--- config.mk ---
export PLATFORM = sky130hd
export DESIGN_NAME = mms_settings
export DESIGN_NICKNAME = d
export VERILOG_FILES = /design/src/include/mms_pkg.sv /design/src/verilog/mms_compare.sv /design/src/verilog/mms_settings.sv
export SDC_FILE = /design/constraint.sdc
export NUM_CORES = 1
export LEC_CHECK = 0
export BUFFER_PORTS_ARGS = -buffer_cell sky130_fd_sc_hd__clkbuf_2
export CAP_MARGIN = 20
export CORE_MARGIN = 3
export CORE_UTILIZATION = 45
export CTS_CLUSTER_DIAMETER = 100
export DETAILED_ROUTE_END_ITERATION = 8
export HOLD_SLACK_MARGIN = 0.06
export PLACE_DENSITY = 0.7
export RECOVER_POWER = 100
export SETUP_SLACK_MARGIN = 0.15
export SLEW_MARGIN = 40
export SYNTH_ARGS = -nofsm -noshare
export SYNTH_HDL_FRONTEND = slang
export SYNTH_SLANG_ARGS = --single-unit
--- constraint.sdc ---
create_clock -name clk_sys_in -period 16.3 [get_ports clk_sys_in]
set_input_delay 4.075 -clock clk_sys_in [delete_from_list [all_inputs] [get_ports clk_sys_in]]
set_output_delay 4.075 -clock clk_sys_in [all_outputs]
set_load 0.01 [all_outputs]
--- src/include/mms_pkg.sv ---
/*
 Shared constants and types for the meter measurement settings block:
 levels, edit states, parameter indices, timing counts and the key carrier.
 Assumes a 20 MHz system clock.
*/
package mms_pkg;
    localparam int unsigned CLK_HZ          = 20_000_000;
    localparam int unsigned TENTH_S_CYCLES  = CLK_HZ / 10;
    localparam int unsigned HOLD_LONG_S     = 3;
    localparam int unsigned HOLD_SHORT_S    = 1;
    localparam int unsigned HOLD_LONG_TENTHS  = HOLD_LONG_S * 10;
    localparam int unsigned HOLD_SHORT_TENTHS = HOLD_SHORT_S * 10;
    localparam int unsigned AUTOZERO_MAX_TENTHS = 199;
    localparam int unsigned STARTUP_MAX_TENTHS  = 999;
    localparam int unsigned HYST_MAX        = 9999;
    localparam logic [13:0] HYST_MIN        = 14'h0001;
    localparam logic [13:0] PASS_PROC_MAG   = 14'h00A9;
    localparam logic [13:0] PASS_TEMP_MAG   = 14'h00A9;
    // Averaging codes: 0 off, 1 two, 2 four, 3 eight
    localparam logic [1:0]  MEAN_OFF        = 2'h0;
    localparam logic [1:0]  MEAN_RST        = 2'h0;
    localparam logic [13:0] HYST_RST        = 14'h0000;
    localparam logic [7:0]  AUTOZERO_RST    = 8'h00;
    localparam logic [9:0]  STARTUP_RST     = 10'h000;
    // Parameter order of the advanced-function level
    localparam logic [2:0]  PAR_MEAN        = 3'h0;
    localparam logic [2:0]  PAR_HYS1        = 3'h1;
    localparam logic [2:0]  PAR_HYS2        = 3'h2;
    localparam logic [2:0]  PAR_AUTOZ       = 3'h3;
    localparam logic [2:0]  PAR_STARTUP     = 3'h4;
    localparam logic [2:0]  PAR_LAST        = 3'h4;

    typedef enum logic [1:0] {
        MMS_LVL_OPER = 2'h0,
        MMS_LVL_INIT = 2'h1,
        MMS_LVL_ADV  = 2'h3
    } mms_level_t;

    typedef enum logic [1:0] {
        MMS_ED_NAME  = 2'h0,
        MMS_ED_VALUE = 2'h1,
        MMS_ED_EDIT  = 2'h3
    } mms_edit_t;

    typedef struct packed {
        logic level;
        logic mode;
        logic shift;
        logic up;
    } mms_keys_t;
endpackage : mms_pkg

--- src/verilog/mms_compare.sv ---
/*
 One comparative output with hysteresis, upper-limit action.
 Assumes the measured value and set value are in display digits.
*/
module mms_compare #(
    parameter int W = 16
) (
    input  wire logic         clk_sys_in,
    input  wire logic         nrst_in,
    input  wire logic         enable_in,
    input  wire logic [W-1:0] value_in,
    input  wire logic [W-1:0] setpoint_in,
    input  wire logic [13:0]  hyst_in,
    output logic              out_out
);
    logic          out_reg;
    logic [13:0]   hyst_eff;
    logic [W:0]    release_lvl;
    logic          out_next;

    assign hyst_eff    = (hyst_in == 14'h0000) ? mms_pkg::HYST_MIN : hyst_in;
    assign release_lvl = {1'b0, setpoint_in} - {{(W - 13){1'b0}}, hyst_eff};
    // Off once the value falls a full hysteresis below the set value, or falls below a set value smaller than the hysteresis
    assign out_next = !enable_in ? 1'b0 :
                      (value_in >= setpoint_in) ? 1'b1 :
                      (release_lvl[W] || ({1'b0, value_in} <= release_lvl)) ? 1'b0 :
                      out_reg;

    always_ff @(posedge clk_sys_in or negedge nrst_in) begin
        if (!nrst_in) begin
            out_reg <= 1'b0;
        end else begin
            out_reg <= out_next;
        end
    end

    assign out_out = out_reg;
endmodule : mms_compare

--- src/verilog/mms_settings.sv ---
/*
 Measurement settings and key navigation of a panel meter: averaging,
 hysteresis outputs, auto-zero, start-up delay and level/edit control.
 Assumes debounced synchronous keys and one-cycle sample and pulse strobes.
*/
module mms_settings #(
    parameter int W           = 16,
    parameter int TENTH_CYCLES = mms_pkg::TENTH_S_CYCLES,
    parameter bit TEMP_VARIANT = 1'b0
) (
    input  wire logic                clk_sys_in,
    input  wire logic                nrst_in,
    input  wire mms_pkg::mms_keys_t  keys_in,
    input  wire logic                freq_mode_in,
    input  wire logic                sample_valid_in,
    input  wire logic [W-1:0]        sample_in,
    input  wire logic                pulse_in,
    input  wire logic [W-1:0]        setpoint1_in,
    input  wire logic [W-1:0]        setpoint2_in,
    input  wire logic                pass_sign_in,
    input  wire logic [13:0]         pass_mag_in,
    output mms_pkg::mms_level_t      level_out,
    output mms_pkg::mms_edit_t       edit_state_out,
    output logic [2:0]               param_index_out,
    output logic                     blink_out,
    output logic [1:0]               averaging_count_out,
    output logic [13:0]              hyst1_out,
    output logic [13:0]              hyst2_out,
    output logic [7:0]               autozero_time_out,
    output logic [9:0]               startup_delay_time_out,
    output logic                     measuring_out,
    output logic [W-1:0]             readout_out,
    output logic                     comp1_out,
    output logic                     comp2_out
);
    mms_pkg::mms_level_t level_reg;
    mms_pkg::mms_edit_t  edit_reg;
    logic [2:0]          param_reg;
    logic [1:0]          mean_sel_reg;
    logic [13:0]         hyst1_reg, hyst2_reg, edit_val_reg;
    logic [7:0]          az_reg;
    logic [9:0]          st_reg;
    logic [31:0]         tick_cnt_reg;
    logic                tick;
    logic [4:0]          hold_reg;
    logic                hold_done_reg;
    logic                prev_shift_reg, prev_mode_reg, prev_up_reg;
    logic                shift_pulse, mode_pulse, up_pulse;
    logic [9:0]          start_cnt_reg;
    logic                measuring_reg;
    logic [7:0]          az_cnt_reg;
    logic                az_zero_reg;
    logic [W-1:0]        hist_reg [8];
    logic [W+2:0]        sum2, sum4, sum8;
    logic [W-1:0]        mean_val;
    logic [W-1:0]        readout_reg;
    logic [13:0]         edit_max;
    logic [13:0]         cur_val;
    logic                pass_ok;
    logic                hold_long, hold_short;

    // Tenth-second timebase shared by hold, start-up and auto-zero timers
    assign tick = (tick_cnt_reg == 32'(TENTH_CYCLES - 1));
    always_ff @(posedge clk_sys_in or negedge nrst_in) begin
        if (!nrst_in) begin
            tick_cnt_reg <= 32'h0;
        end else begin
            tick_cnt_reg <= tick ? 32'h0 : tick_cnt_reg + 32'h1;
        end
    end

    assign shift_pulse = keys_in.shift && !prev_shift_reg;
    assign mode_pulse  = keys_in.mode && !prev_mode_reg;
    assign up_pulse    = keys_in.up && !prev_up_reg;
    assign hold_long   = tick && keys_in.level && !hold_done_reg &&
                         hold_reg == 5'(mms_pkg::HOLD_LONG_TENTHS - 1);
    assign hold_short  = tick && keys_in.level && !hold_done_reg &&
                         hold_reg == 5'(mms_pkg::HOLD_SHORT_TENTHS - 1);

    // A hold acts once per press; release re-arms it
    always_ff @(posedge clk_sys_in or negedge nrst_in) begin
        if (!nrst_in) begin
            hold_reg       <= 5'h00;
            hold_done_reg  <= 1'b0;
            prev_shift_reg <= 1'b0;
            prev_mode_reg  <= 1'b0;
            prev_up_reg    <= 1'b0;
        end else begin
            prev_shift_reg <= keys_in.shift;
            prev_mode_reg  <= keys_in.mode;
            prev_up_reg    <= keys_in.up;
            if (!keys_in.level) begin
                hold_reg      <= 5'h00;
                hold_done_reg <= 1'b0;
            end else if (tick && !hold_done_reg) begin
                hold_reg <= hold_reg + 5'h01;
                if ((level_reg == mms_pkg::MMS_LVL_OPER) ? hold_long : hold_short) begin
                    hold_done_reg <= 1'b1;
                end
            end
        end
    end

    assign pass_ok  = pass_sign_in &&
                      (pass_mag_in == (TEMP_VARIANT ? mms_pkg::PASS_TEMP_MAG
                                                    : mms_pkg::PASS_PROC_MAG));
    assign edit_max = (param_reg == mms_pkg::PAR_MEAN)  ? 14'h0003 :
                      (param_reg == mms_pkg::PAR_AUTOZ) ? 14'(mms_pkg::AUTOZERO_MAX_TENTHS) :
                      (param_reg == mms_pkg::PAR_STARTUP) ? 14'(mms_pkg::STARTUP_MAX_TENTHS) :
                      14'(mms_pkg::HYST_MAX);
    assign cur_val  = (param_reg == mms_pkg::PAR_MEAN)  ? {12'h000, mean_sel_reg} :
                      (param_reg == mms_pkg::PAR_HYS1)  ? hyst1_reg :
                      (param_reg == mms_pkg::PAR_HYS2)  ? hyst2_reg :
                      (param_reg == mms_pkg::PAR_AUTOZ) ? {6'h00, az_reg} :
                      {4'h0, st_reg};

    always_ff @(posedge clk_sys_in or negedge nrst_in) begin
        if (!nrst_in) begin
            level_reg    <= mms_pkg::MMS_LVL_OPER;
            edit_reg     <= mms_pkg::MMS_ED_NAME;
            param_reg    <= mms_pkg::PAR_MEAN;
            edit_val_reg <= 14'h0000;
            mean_sel_reg <= mms_pkg::MEAN_RST;
            hyst1_reg    <= mms_pkg::HYST_RST;
            hyst2_reg    <= mms_pkg::HYST_RST;
            az_reg       <= mms_pkg::AUTOZERO_RST;
            st_reg       <= mms_pkg::STARTUP_RST;
        end else if (level_reg == mms_pkg::MMS_LVL_OPER && hold_long) begin
            level_reg <= mms_pkg::MMS_LVL_INIT;
            edit_reg  <= mms_pkg::MMS_ED_NAME;
        end else if (level_reg != mms_pkg::MMS_LVL_OPER && hold_short) begin
            level_reg <= (level_reg == mms_pkg::MMS_LVL_ADV) ? mms_pkg::MMS_LVL_INIT
                                                             : mms_pkg::MMS_LVL_OPER;
            edit_reg  <= mms_pkg::MMS_ED_NAME;
        end else if (level_reg == mms_pkg::MMS_LVL_INIT) begin
            if (mode_pulse && pass_ok) begin
                level_reg <= mms_pkg::MMS_LVL_ADV;
                param_reg <= mms_pkg::PAR_MEAN;
            end
        end else if (level_reg == mms_pkg::MMS_LVL_ADV) begin
            case (edit_reg)
                mms_pkg::MMS_ED_NAME: begin
                    if (shift_pulse) edit_reg <= mms_pkg::MMS_ED_VALUE;
                    else if (mode_pulse) param_reg <= (param_reg == mms_pkg::PAR_LAST)
                                                      ? mms_pkg::PAR_MEAN : param_reg + 3'h1;
                end
                mms_pkg::MMS_ED_VALUE: begin
                    if (shift_pulse) begin
                        edit_reg     <= mms_pkg::MMS_ED_EDIT;
                        edit_val_reg <= cur_val;
                    end else if (mode_pulse) begin
                        edit_reg  <= mms_pkg::MMS_ED_NAME;
                        param_reg <= (param_reg == mms_pkg::PAR_LAST)
                                     ? mms_pkg::PAR_MEAN : param_reg + 3'h1;
                    end
                end
                mms_pkg::MMS_ED_EDIT: begin
                    if (up_pulse) begin
                        edit_val_reg <= (edit_val_reg >= edit_max) ? 14'h0000
                                                                   : edit_val_reg + 14'h0001;
                    end else if (mode_pulse) begin
                        case (param_reg)
                            mms_pkg::PAR_MEAN:  mean_sel_reg <= edit_val_reg[1:0];
                            mms_pkg::PAR_HYS1:  hyst1_reg <= edit_val_reg;
                            mms_pkg::PAR_HYS2:  hyst2_reg <= edit_val_reg;
                            mms_pkg::PAR_AUTOZ: az_reg    <= edit_val_reg[7:0];
                            default:            st_reg    <= edit_val_reg[9:0];
                        endcase
                        edit_reg  <= mms_pkg::MMS_ED_NAME;
                        param_reg <= (param_reg == mms_pkg::PAR_LAST)
                                     ? mms_pkg::PAR_MEAN : param_reg + 3'h1;
                    end
                end
                default: edit_reg <= mms_pkg::MMS_ED_NAME;
            endcase
        end
    end

    // Start-up delay counted from reset release; outputs stay off meanwhile
    always_ff @(posedge clk_sys_in or negedge nrst_in) begin
        if (!nrst_in) begin
            start_cnt_reg <= 10'h000;
            measuring_reg <= 1'b0;
        end else if (!measuring_reg) begin
            if (start_cnt_reg >= st_reg) measuring_reg <= 1'b1;
            else if (tick) start_cnt_reg <= start_cnt_reg + 10'h001;
        end
    end

    // Auto-zero timer restarts on every pulse
    always_ff @(posedge clk_sys_in or negedge nrst_in) begin
        if (!nrst_in) begin
            az_cnt_reg  <= 8'h00;
            az_zero_reg <= 1'b0;
        end else if (pulse_in) begin
            az_cnt_reg  <= 8'h00;
            az_zero_reg <= 1'b0;
        end else if (az_cnt_reg >= az_reg) begin
            az_zero_reg <= 1'b1;
        end else if (tick) begin
            az_cnt_reg <= az_cnt_reg + 8'h01;
        end
    end

    // Moving-window history; sum2 and sum4 read the newest entries, sum8 reads all eight
    always_ff @(posedge clk_sys_in or negedge nrst_in) begin
        if (!nrst_in) begin
            for (int i = 0; i < 8; i++) hist_reg[i] <= '0;
        end else if (sample_valid_in && measuring_reg) begin
            hist_reg[0] <= sample_in;
            for (int i = 1; i < 8; i++) hist_reg[i] <= hist_reg[i-1];
        end
    end

    assign sum2 = (W+3)'(hist_reg[0]) + (W+3)'(hist_reg[1]);
    assign sum4 = sum2 + (W+3)'(hist_reg[2]) + (W+3)'(hist_reg[3]);
    assign sum8 = sum4 + (W+3)'(hist_reg[4]) + (W+3)'(hist_reg[5])
                + (W+3)'(hist_reg[6]) + (W+3)'(hist_reg[7]);
    assign mean_val = (mean_sel_reg == 2'h1) ? sum2[W:1] :
                      (mean_sel_reg == 2'h2) ? sum4[W+1:2] :
                      (mean_sel_reg == 2'h3) ? sum8[W+2:3] : hist_reg[0];

    always_ff @(posedge clk_sys_in or negedge nrst_in) begin
        if (!nrst_in) begin
            readout_reg <= '0;
        end else if (!measuring_reg || (freq_mode_in && az_zero_reg)) begin
            readout_reg <= '0;
        end else begin
            readout_reg <= mean_val;
        end
    end

    mms_compare #(.W(W)) u_cmp1 (
        .clk_sys_in  (clk_sys_in),
        .nrst_in     (nrst_in),
        .enable_in   (measuring_reg),
        .value_in    (readout_reg),
        .setpoint_in (setpoint1_in),
        .hyst_in     (hyst1_reg),
        .out_out     (comp1_out)
    );
    mms_compare #(.W(W)) u_cmp2 (
        .clk_sys_in  (clk_sys_in),
        .nrst_in     (nrst_in),
        .enable_in   (measuring_reg),
        .value_in    (readout_reg),
        .setpoint_in (setpoint2_in),
        .hyst_in     (hyst2_reg),
        .out_out     (comp2_out)
    );

    assign level_out              = level_reg;
    assign edit_state_out         = edit_reg;
    assign param_index_out        = param_reg;
    assign blink_out              = (edit_reg == mms_pkg::MMS_ED_EDIT);
    assign averaging_count_out    = mean_sel_reg;
    assign hyst1_out              = hyst1_reg;
    assign hyst2_out              = hyst2_reg;
    assign autozero_time_out      = az_reg;
    assign startup_delay_time_out = st_reg;
    assign measuring_out          = measuring_reg;
    assign readout_out            = readout_reg;
endmodule : mms_settings
# ---- After elaboration in Yosys (flattened, before gate mapping)
# Index checks and enable logic that the tools add are counted.
dict set report totals {
  regBits 276
  input_bits 72
}
dict set report op_classes {
  n_lt_le_gt_ge 7
  add_sub_neg 15
  n_reduce_logical 50
  muxes 59
  eq_ne 28
  n_bitwise 7
}
# op count
set ops {}
lappend ops {{$mux W14} 11}
lappend ops {{$add A19 B16 Y19} 4}
lappend ops {{$mux W16} 4}
lappend ops {{$reduce_and A8 Y1} 5}
lappend ops {{$le A16 B17 Y1} 2}
lappend ops {{$sub A16 B14 Y17} 2}
lappend ops {{$add A32 B1 Y32 const B} 1}
lappend ops {{$eq A32 B21 Y1 const B} 1}
lappend ops {{$ge A16 B16 Y1} 2}
lappend ops {{$mux W32} 1}
lappend ops {{$logic_not A14 Y1} 2}
lappend ops {{$pmux W14 S2} 1}
lappend ops {{$mux W2} 12}
lappend ops {{$mux W8} 3}
lappend ops {{$mux W3} 7}
lappend ops {{$add A18 B16 Y19} 1}
lappend ops {{$add A17 B16 Y18} 1}
lappend ops {{$add A16 B16 Y17} 1}
lappend ops {{$mux W1} 15}
lappend ops {{$add A14 B1 Y14 const B} 1}
lappend ops {{$eq A14 B8 Y1 const B} 1}
lappend ops {{$ge A14 B14 Y1} 1}
lappend ops {{$logic_and A1 B1 Y1} 14}
lappend ops {{$reduce_and A7 Y1} 2}
lappend ops {{other kinds (36)} 71}

# ---- Depth between registers and ports, before layout
# Gate-level depths: netlist (run 1).
dict set report depth {
  word_depth 11
  depth_mapped 26
  mapped_depth_nobuf 26
}

# ---- Modules after synthesis
# A second synthesis (run 1) with hierarchy kept.
dict set report hier_totals {
  cells_unflattened 1893
  hier_area_um2 19443.6
}
# mod area_per_inst_um2 cells_per_inst instances seq_area_each_um2
set modules_own_cells {}
lappend modules_own_cells {mms_settings 16261.8 1459 1 6856.6}
lappend modules_own_cells {{mms_compare (u_cmp2)} 1672.9 230 1 25.0}
lappend modules_own_cells {{mms_compare (u_cmp1)} 1508.9 204 1 25.0}

# ---- Worst setup path after synthesis (run 1)
# No wires, ideal clock.
dict set report synth_path {
  path_kind {input-to-reg}
  from {input setpoint1_in[0]}
  to {register u_cmp1.out_reg (netlist: u_cmp1.out_out)}
  required_ns 16.176
  n_path_buf 0
  stages 20
  setup_ns 0.124
  t_arrival_ns 7.257
  setup_slack_ns 8.919
  cell_sequence {inv_1 -> ha_1 -> inv_1 -> fa_1 -> a21o_1 -> a211oi_1 -> nor2_1 -> o41a_1 -> a41oi_1 -> a211oi_1 -> nor2_1 -> xnor2_1 -> ha_1 -> a21o_1 -> a21oi_1 -> o21ai_0 -> a21oi_1 -> nor2_1 -> o41a_1 -> o31a_1}
}
dict set report synth_via {
  elab_chain_cells 4
}
# element line_no
set synth_rtl {}
lappend synth_rtl {{from (decl)} mms_settings.sv:18} ;# input wire logic [W-1:0] setpoint1_in,
lappend synth_rtl {{$sub A16 B14 Y17} mms_compare.sv:22} ;# assign release_lvl = {1'b0, setpoint_in} - {{(W - 13){1'b0}}, hyst_eff};
lappend synth_rtl {{$le A16 B17 Y1} mms_compare.sv:26} ;# (release_lvl[W] || ({1'b0, value_in} <= release_lvl)) ? 1'b0 :
lappend synth_rtl {{$logic_or A1 B1 Y1} mms_compare.sv:26}
lappend synth_rtl {{$ne A3 B1 Y1 (no source line)} -}
lappend synth_rtl {{to (signal assigned)} mms_compare.sv:33} ;# out_reg <= out_next;
lappend synth_rtl {{to (decl)} mms_compare.sv:16} ;# logic out_reg;
# Several ways; a longest one is shown, not always the timed one.
# A chain may end at the register's enable or synchronous reset.

==> results of run 1 <==
layout make-up:
type / instances / area, sq um / share of cell area, %
multi-input combinational: 1384 / 11260 / 53.25
sequential: 276 / 6908 / 32.67
clock buffer: 45 / 888.4 / 4.201
timing repair buffer: 157 / 686.9 / 3.249
tap: 532 / 665.6 / 3.148
inverter: 171 / 641.9 / 3.036
clock inverter: 11 / 86.33 / 0.4083
antenna: 3 / 7.507 / 0.03551
cell families after synthesis:
group | synth area share (%)
xor+xnor | 4.416
compound gates | 13.53
fa+ha+maj | 18.90
buf+inv | 4.370
mux | 8.897
flops | 36.27
simple gates | 13.62
per-layer routing:
| layer | vias to the layer above | share of wire, % | global-route usage [%] |
|---|---|---|---|
| met5 | - | 0 | 0 |
| met4 | 0 | 3.6 | 7.252 |
| met3 | 113 | 5.8 | 3.201 |
| met2 | 426 | 45 | 33.64 |
| met1 | 7058 | 45 | 28.82 |
| li1 | 6974 | - | - |
cell usage after synthesis (6+ instances only):
cell type	instances	area [sq um]
o211ai_1	13	97.59
o21bai_1	10	75.07
a211oi_1	27	202.7
o21a_1	15	112.6
mux2_2	136	1531
ha_1	182	2277
xor2_1	28	245.2
nor4_1	14	87.58
a21o_1	37	277.8
nand3_1	34	170.2
and2_1	18	112.6
clkbuf_1	41	153.9
or4_1	7	52.55
and4_1	9	78.83
nor2_1	98	367.9
buf_1	7	26.28
and3_1	35	219.0
dfrtp_1	276	6907
nor3_1	34	170.2
nand2_1	111	416.7
or2_2	11	68.82
or3_1	8	50.05
nand4_1	32	200.2
a31oi_1	13	81.33
a22o_1	13	113.9
o21ai_0	115	575.6
a21oi_1	90	450.4
nand2b_1	26	162.7
o221ai_1	9	78.83
inv_1	171	641.9
o32ai_1	6	52.55
fa_1	66	1321
nor2b_1	37	231.5
a211o_1	6	52.55
xnor2_1	68	595.6
worst max-delay path, delay by kind of cell:
kind                   cells  cell delay (ns)
buffers and inverters      4             6.41
how the worst max path moves through the flow:
stage,end,slack [ns],cells past startpoint
CTS,u_cmp1.out_out,9.01,21
finish,hist_reg[0],6.35,4
global placement,u_cmp1.out_out,8.54,21
global route,hist_reg[96],4.99,4
detailed placement,u_cmp1.out_out,8.40,21
floorplan,u_cmp1.out_out,8.92,20
power by group through the flow:
stage                     sequential [uW]  clock, uW  combinational (uW)
final                                 687        667                67.7
after global routing                  687        712                77.5
after CTS                             687        687                70.1
after detailed placement              700          0                69.9
after global placement                700          0                66.6
after floorplan                       699          0                34.0
per-stage QoR:
step                std cells  instance area, sq um  utilization [%]
floorplan                1881                 19040                -
global placement         2519                 20340            49.26
detailed placement       2520                 20380            49.34
CTS                      2576                 21350            51.70
global route             2579                 21140            51.20
finish                   2579                 21140            51.20
==> metrics.cfg, run 1 <==
[placement]
gp_congestion=0.8936
dp_hpwl_mm=36.25
numPortBuffers=146
place_worst_setup_slack_ns=8.398

[drt]
routed_wl_mm=46.80
viasPerCell=5.650
drtPass1Iterations=6
post_drt_wl_per_cell_um=18.15
drtIter0Drc=1110
drc=0
via_count=14570
postRouteAntennaNets=0

[cells_and_area]
drive_above_1_share_pct=13.36
largest_reg_flops=128
syn_to_final_growth_pct=11.05
final_common_cell=dfrtp_1
final_cell_mix=275 x dfrtp_1, 182 x ha_1, 171 x inv_1
nFillCells=3790
final_nets=2341

[worst_setup_path]
start_kind=input port
required_ns=16.93
cp_slowest_stage_delay_ns=2.85
crit_slowest_cell=clkbuf_1
cp_cell_sequence=clkbuf_1 -> clkbuf_1 -> buf_6 -> buf_6
arrival_ns=10.58
crit_type=in -> async
rrSetupSlack_ns=9.43
worstSetupStartpoint=nrst_in
reg2reg_depth=21
r2r-end=readout_out[15]
r2r_start=hist_reg[113]
cp-end-kind=asynchronous set/reset pin
crit_fanout=74

[pwr]
irDropWorstVdd_mv=0.07134
seqPwrFrac_pct=48.3
p_total_uw=1422
leakage_uw=0.01079
comb_power_share_pct=4.8
swShare_pct=22.54
clkPwrFrac_pct=46.9
p_per_area_mw_per_mm2=67.27
intPower_uw=1102
p_sw_uw=320.6

[timing]
timing.hold.ws_ns=0.4576
maxSlewHeadroom_pct=-157.1
final_hold_viol_count=0
finClkSkew_ns=0.01198
setup_viol=0
timing.fmax_mhz=100.5
slew_viol_final=338
grt_setup_unrepaired=false
tns_ns=0
worst_slew_pin_slew_ns=3.856
finalCritPeriodShare_pct=61.03
layout_setup_ws_ns=6.352
period_needed_ns=9.948

[clock_tree]
insertion_delay_ns=0.56
cts-htree-levels=1
cts_root_buf=clkbuf_16
numCtsBuffers=31
cts.repair.resized=0
clock_path_buffers=3
cts_tree=yes
cts_sinks=276
cts_setup_buffers=0
clk_pin_slew_ns=0.06
cts-hold-fix-buffers=0

[global_routing]
grt_max_degree=75
antenna_found_initial=3
grt.overflow.total=0
grt_pass1_wl_mm=75.44
grt_usage_pct=20.85
grt_pass1_vias=14610

[min_path]
hp-class=reg -> reg
holdPathEnd=tick_cnt_reg[0]
hold_depth=1
min-delay-start=tick_cnt_reg[0]

[logic_synthesis]
avgSynthCellArea_sq_um=10.12
syn_inst=1881
synth-seq-area-share_pct=36.27
syn_area_sq_mm=0.01904
synth.distinct_cells=74
synth-edff-count=0
yosysWarnings=0
postSynth.topFlopCell=dfrtp_1
postSynth.asyncResetShare_pct=100.0
synth_seq_cells=276
synth_nets=2201

[outcome]
violations=max-capacitance violations, max-slew violations
outcome=complete, but fails checks

[floorplan]
start_util_pct=46.11
die_h_um=211.7
die_w_um=211.7
rows=74
die_area_sq_mm=0.04482
coreArea_sq_mm=0.04129
io-pin-count=147

[run]
maxCapViolations=6

No activity file was read; power rests on OpenSTA's default activity.
==> run 2, diff against run 1 <==
==> constraint.sdc (replaced) <==
create_clock -name clk_sys_in -period 10 [get_ports clk_sys_in]
set_input_delay 2.5 -clock clk_sys_in [delete_from_list [all_inputs] [get_ports clk_sys_in]]
set_output_delay 2.5 -clock clk_sys_in [all_outputs]
set_load 0.01 [all_outputs]
==> metrics.cfg, run 2 (synthesis results as in run 1) <==
[pwr]
intPower_uw=1844  ; was 1102 uW
comb_power_share_pct=4.8  ; about the same
p_sw_uw=529.0  ; was 320.6 uW
swShare_pct=22.29  ; was 22.54%
irDropWorstVdd_mv=0.1418  ; was 0.07134 mV
leakage_uw=0.01083  ; was 0.01079 uW
clkPwrFrac_pct=48.0  ; was 46.9%
p_per_area_mw_per_mm2=111.8  ; was 67.27 mW/mm^2
seqPwrFrac_pct=47.2  ; was 48.3%

[timing]
period_needed_ns=7.419
final_hold_viol_count=0  ; unchanged
maxSlewHeadroom_pct=-193.0  ; was -157.1%
slew_viol_final=249  ; was 338
finClkSkew_ns=0.01875  ; was 0.01198 ns
grt_setup_unrepaired=false  ; unchanged
finalCritPeriodShare_pct=74.19
setup_viol=0  ; unchanged
worst_slew_pin_slew_ns=4.395  ; was 3.856 ns
tns_ns=0  ; unchanged
timing.fmax_mhz=134.8

[floorplan]
coreArea_sq_mm=0.04129  ; unchanged
start_util_pct=46.11  ; unchanged
io-pin-count=147  ; unchanged
die_area_sq_mm=0.04482  ; unchanged
die_w_um=211.7  ; unchanged
rows=74  ; unchanged
die_h_um=211.7  ; unchanged

[global_routing]
grt_pass1_vias=14400  ; was 14610
grt_pass1_wl_mm=77.06  ; was 75.44 mm
antenna_found_initial=1  ; was 3
grt_max_degree=156  ; was 75
grt.overflow.total=0  ; unchanged
grt_usage_pct=21.30  ; was 20.85%

[clock_tree]
clk_pin_slew_ns=0.06  ; about the same
numCtsBuffers=30  ; was 31
cts_setup_buffers=0  ; unchanged
cts_sinks=276  ; unchanged
insertion_delay_ns=0.57  ; was 0.56 ns
cts.repair.resized=0  ; unchanged
cts-htree-levels=1  ; unchanged
cts-hold-fix-buffers=0  ; unchanged
cts_tree=yes  ; unchanged
clock_path_buffers=3  ; unchanged
cts_root_buf=clkbuf_16  ; unchanged

[drt]
drtIter0Drc=1099  ; was 1110
viasPerCell=5.703  ; was 5.650
drc=0  ; unchanged
routed_wl_mm=48.00  ; was 46.80 mm
postRouteAntennaNets=0  ; unchanged
via_count=14690  ; was 14570
post_drt_wl_per_cell_um=18.63  ; was 18.15 um
drtPass1Iterations=7  ; was 6

[cells_and_area]
syn_to_final_growth_pct=11.49  ; was 11.05%
final_area_sq_mm=0.02123  ; was 0.02114 sq mm
largest_reg_flops=128  ; unchanged
final_nets=2340  ; was 2341
drive_above_1_share_pct=13.31  ; was 13.36%
nFillCells=3747  ; was 3790
final_cells=2576  ; was 2579
final_common_cell=dfrtp_1  ; unchanged
final_cell_mix=275 x dfrtp_1, 182 x ha_1, 171 x inv_1  ; unchanged

[min_path]
holdPathEnd=tick_cnt_reg[0]  ; unchanged
min-delay-start=tick_cnt_reg[0]  ; unchanged
hold_depth=1  ; unchanged
hp-class=reg -> reg  ; unchanged

[worst_setup_path]
cp_slowest_stage_delay_ns=3.17  ; was 2.85 ns
crit_top_cell=clkbuf_1
crit_slowest_cell=clkbuf_1  ; unchanged
crit_fanout=90  ; was 74
start_kind=input port  ; unchanged
r2r-end=readout_out[15]  ; unchanged
cp_top_family=buffers and inverters  ; unchanged
reg2reg_depth=21  ; unchanged
cp_cell_sequence=clkbuf_1 -> nand2_1 -> clkbuf_1 -> mux2_2  ; was clkbuf_1 -> clkbuf_1 -> buf_6 -> buf_6
required_ns=10.49  ; was 16.93 ns
cp.buffers_inverters=2  ; was 4
cp-end-kind=flip-flop  ; was asynchronous set/reset pin
crit_type=in -> reg  ; was in -> async
rrSetupSlack_ns=3.38  ; was 9.43 ns
r2r_start=hist_reg[97]  ; was hist_reg[113]
arrival_ns=7.91  ; was 10.58 ns

[placement]
gp_congestion=0.9203  ; was 0.8936
place_inst=2519  ; was 2520
dp_hpwl_mm=36.59  ; was 36.25 mm
placed_area_sq_mm=0.02038  ; about the same
numPortBuffers=146  ; unchanged

[outcome]
outcome=complete, but fails checks  ; unchanged
violations=max-capacitance violations, max-slew violations  ; unchanged

[run]
maxCapViolations=5  ; was 6

==> run 2: cell types whose count changed in the layout (fill, tap and decap cells not counted), sizes merged <==
cell | previous run | this run
buf | 3 | 4
bufinv | 1 | 2
clkbuf | 199 | 202
clkinv | 8 | 3
diode | 3 | 1
inv | 172 | 171
==> run 2: power by group through the flow <==
stage	combinational, uW	sequential (uW)	clock, uW
after floorplan	55.4	1140	0
after global placement	109	1140	0
after detailed placement	114	1140	0
after CTS	115	1120	1160
after global routing	130	1120	1210
final	114	1120	1140
==> run 2: stage by stage <==
stage          hold slack (ns)  util, %  total power, uW  setup slack (ns)
2_1_floorplan           0.4245        -             1195             4.194
3_3_place_gp            0.4389    49.27             1249             3.812
6_report                0.4556    51.41             2373             2.581
3_5_place_dp            0.4478    49.35             1254             3.495
4_1_cts                 0.4554    51.81             2399             3.473
5_1_grt                 0.4838    51.41             2460             2.049
==> run 2: worst register-to-register path, delay by kind of cell, from the launching register on <==
| family | cells | cell delay (ns) |
|---|---|---|
| flip-flops | 1 | 0.40 |
| adder cells (fa/ha/maj) | 5 | 2.05 |
| AND/OR/NAND/NOR | 2 | 0.67 |
| AO/OA/AOI/OAI | 13 | 3.12 |
| XOR/XNOR | 1 | 0.23 |
==> run 2: worst max-delay path by stage <==
stage	from	end	slack [ns]	cells past startpoint
2_1_floorplan	setpoint1_in[0]	u_cmp1.out_out	4.19	20
3_3_place_gp	hist_reg[97]	readout_out[15]	3.81	21
3_5_place_dp	hist_reg[97]	readout_out[15]	3.50	21
4_1_cts	hist_reg[97]	readout_out[15]	3.47	21
5_1_grt	sample_valid_in	hist_reg[97]	2.05	4
6_report	sample_valid_in	hist_reg[104]	2.58	4
==> run 2: metal layers <==
metal / track usage [%] / vias to the layer above / wire (um)
li1: - / 6983 / -
met1: 30.46 / 7204 / 21880
met2: 34.56 / 439 / 22130
met3: 2.756 / 66 / 2815
met4: 5.358 / 0 / 1172
met5: 0 / - / 0
==> run 2: final cells by class <==
type	count	area, sq um	share of cell area [%]
repair buffers	157	735.7	3.466
inverters	171	641.9	3.024
multi-input cells	1384	11260	53.04
well taps	532	665.6	3.135
clock inverters	6	82.58	0.3890
flip-flops and latches	276	6908	32.54
diodes	1	2.502	0.01179
clock buffers	49	933.4	4.397
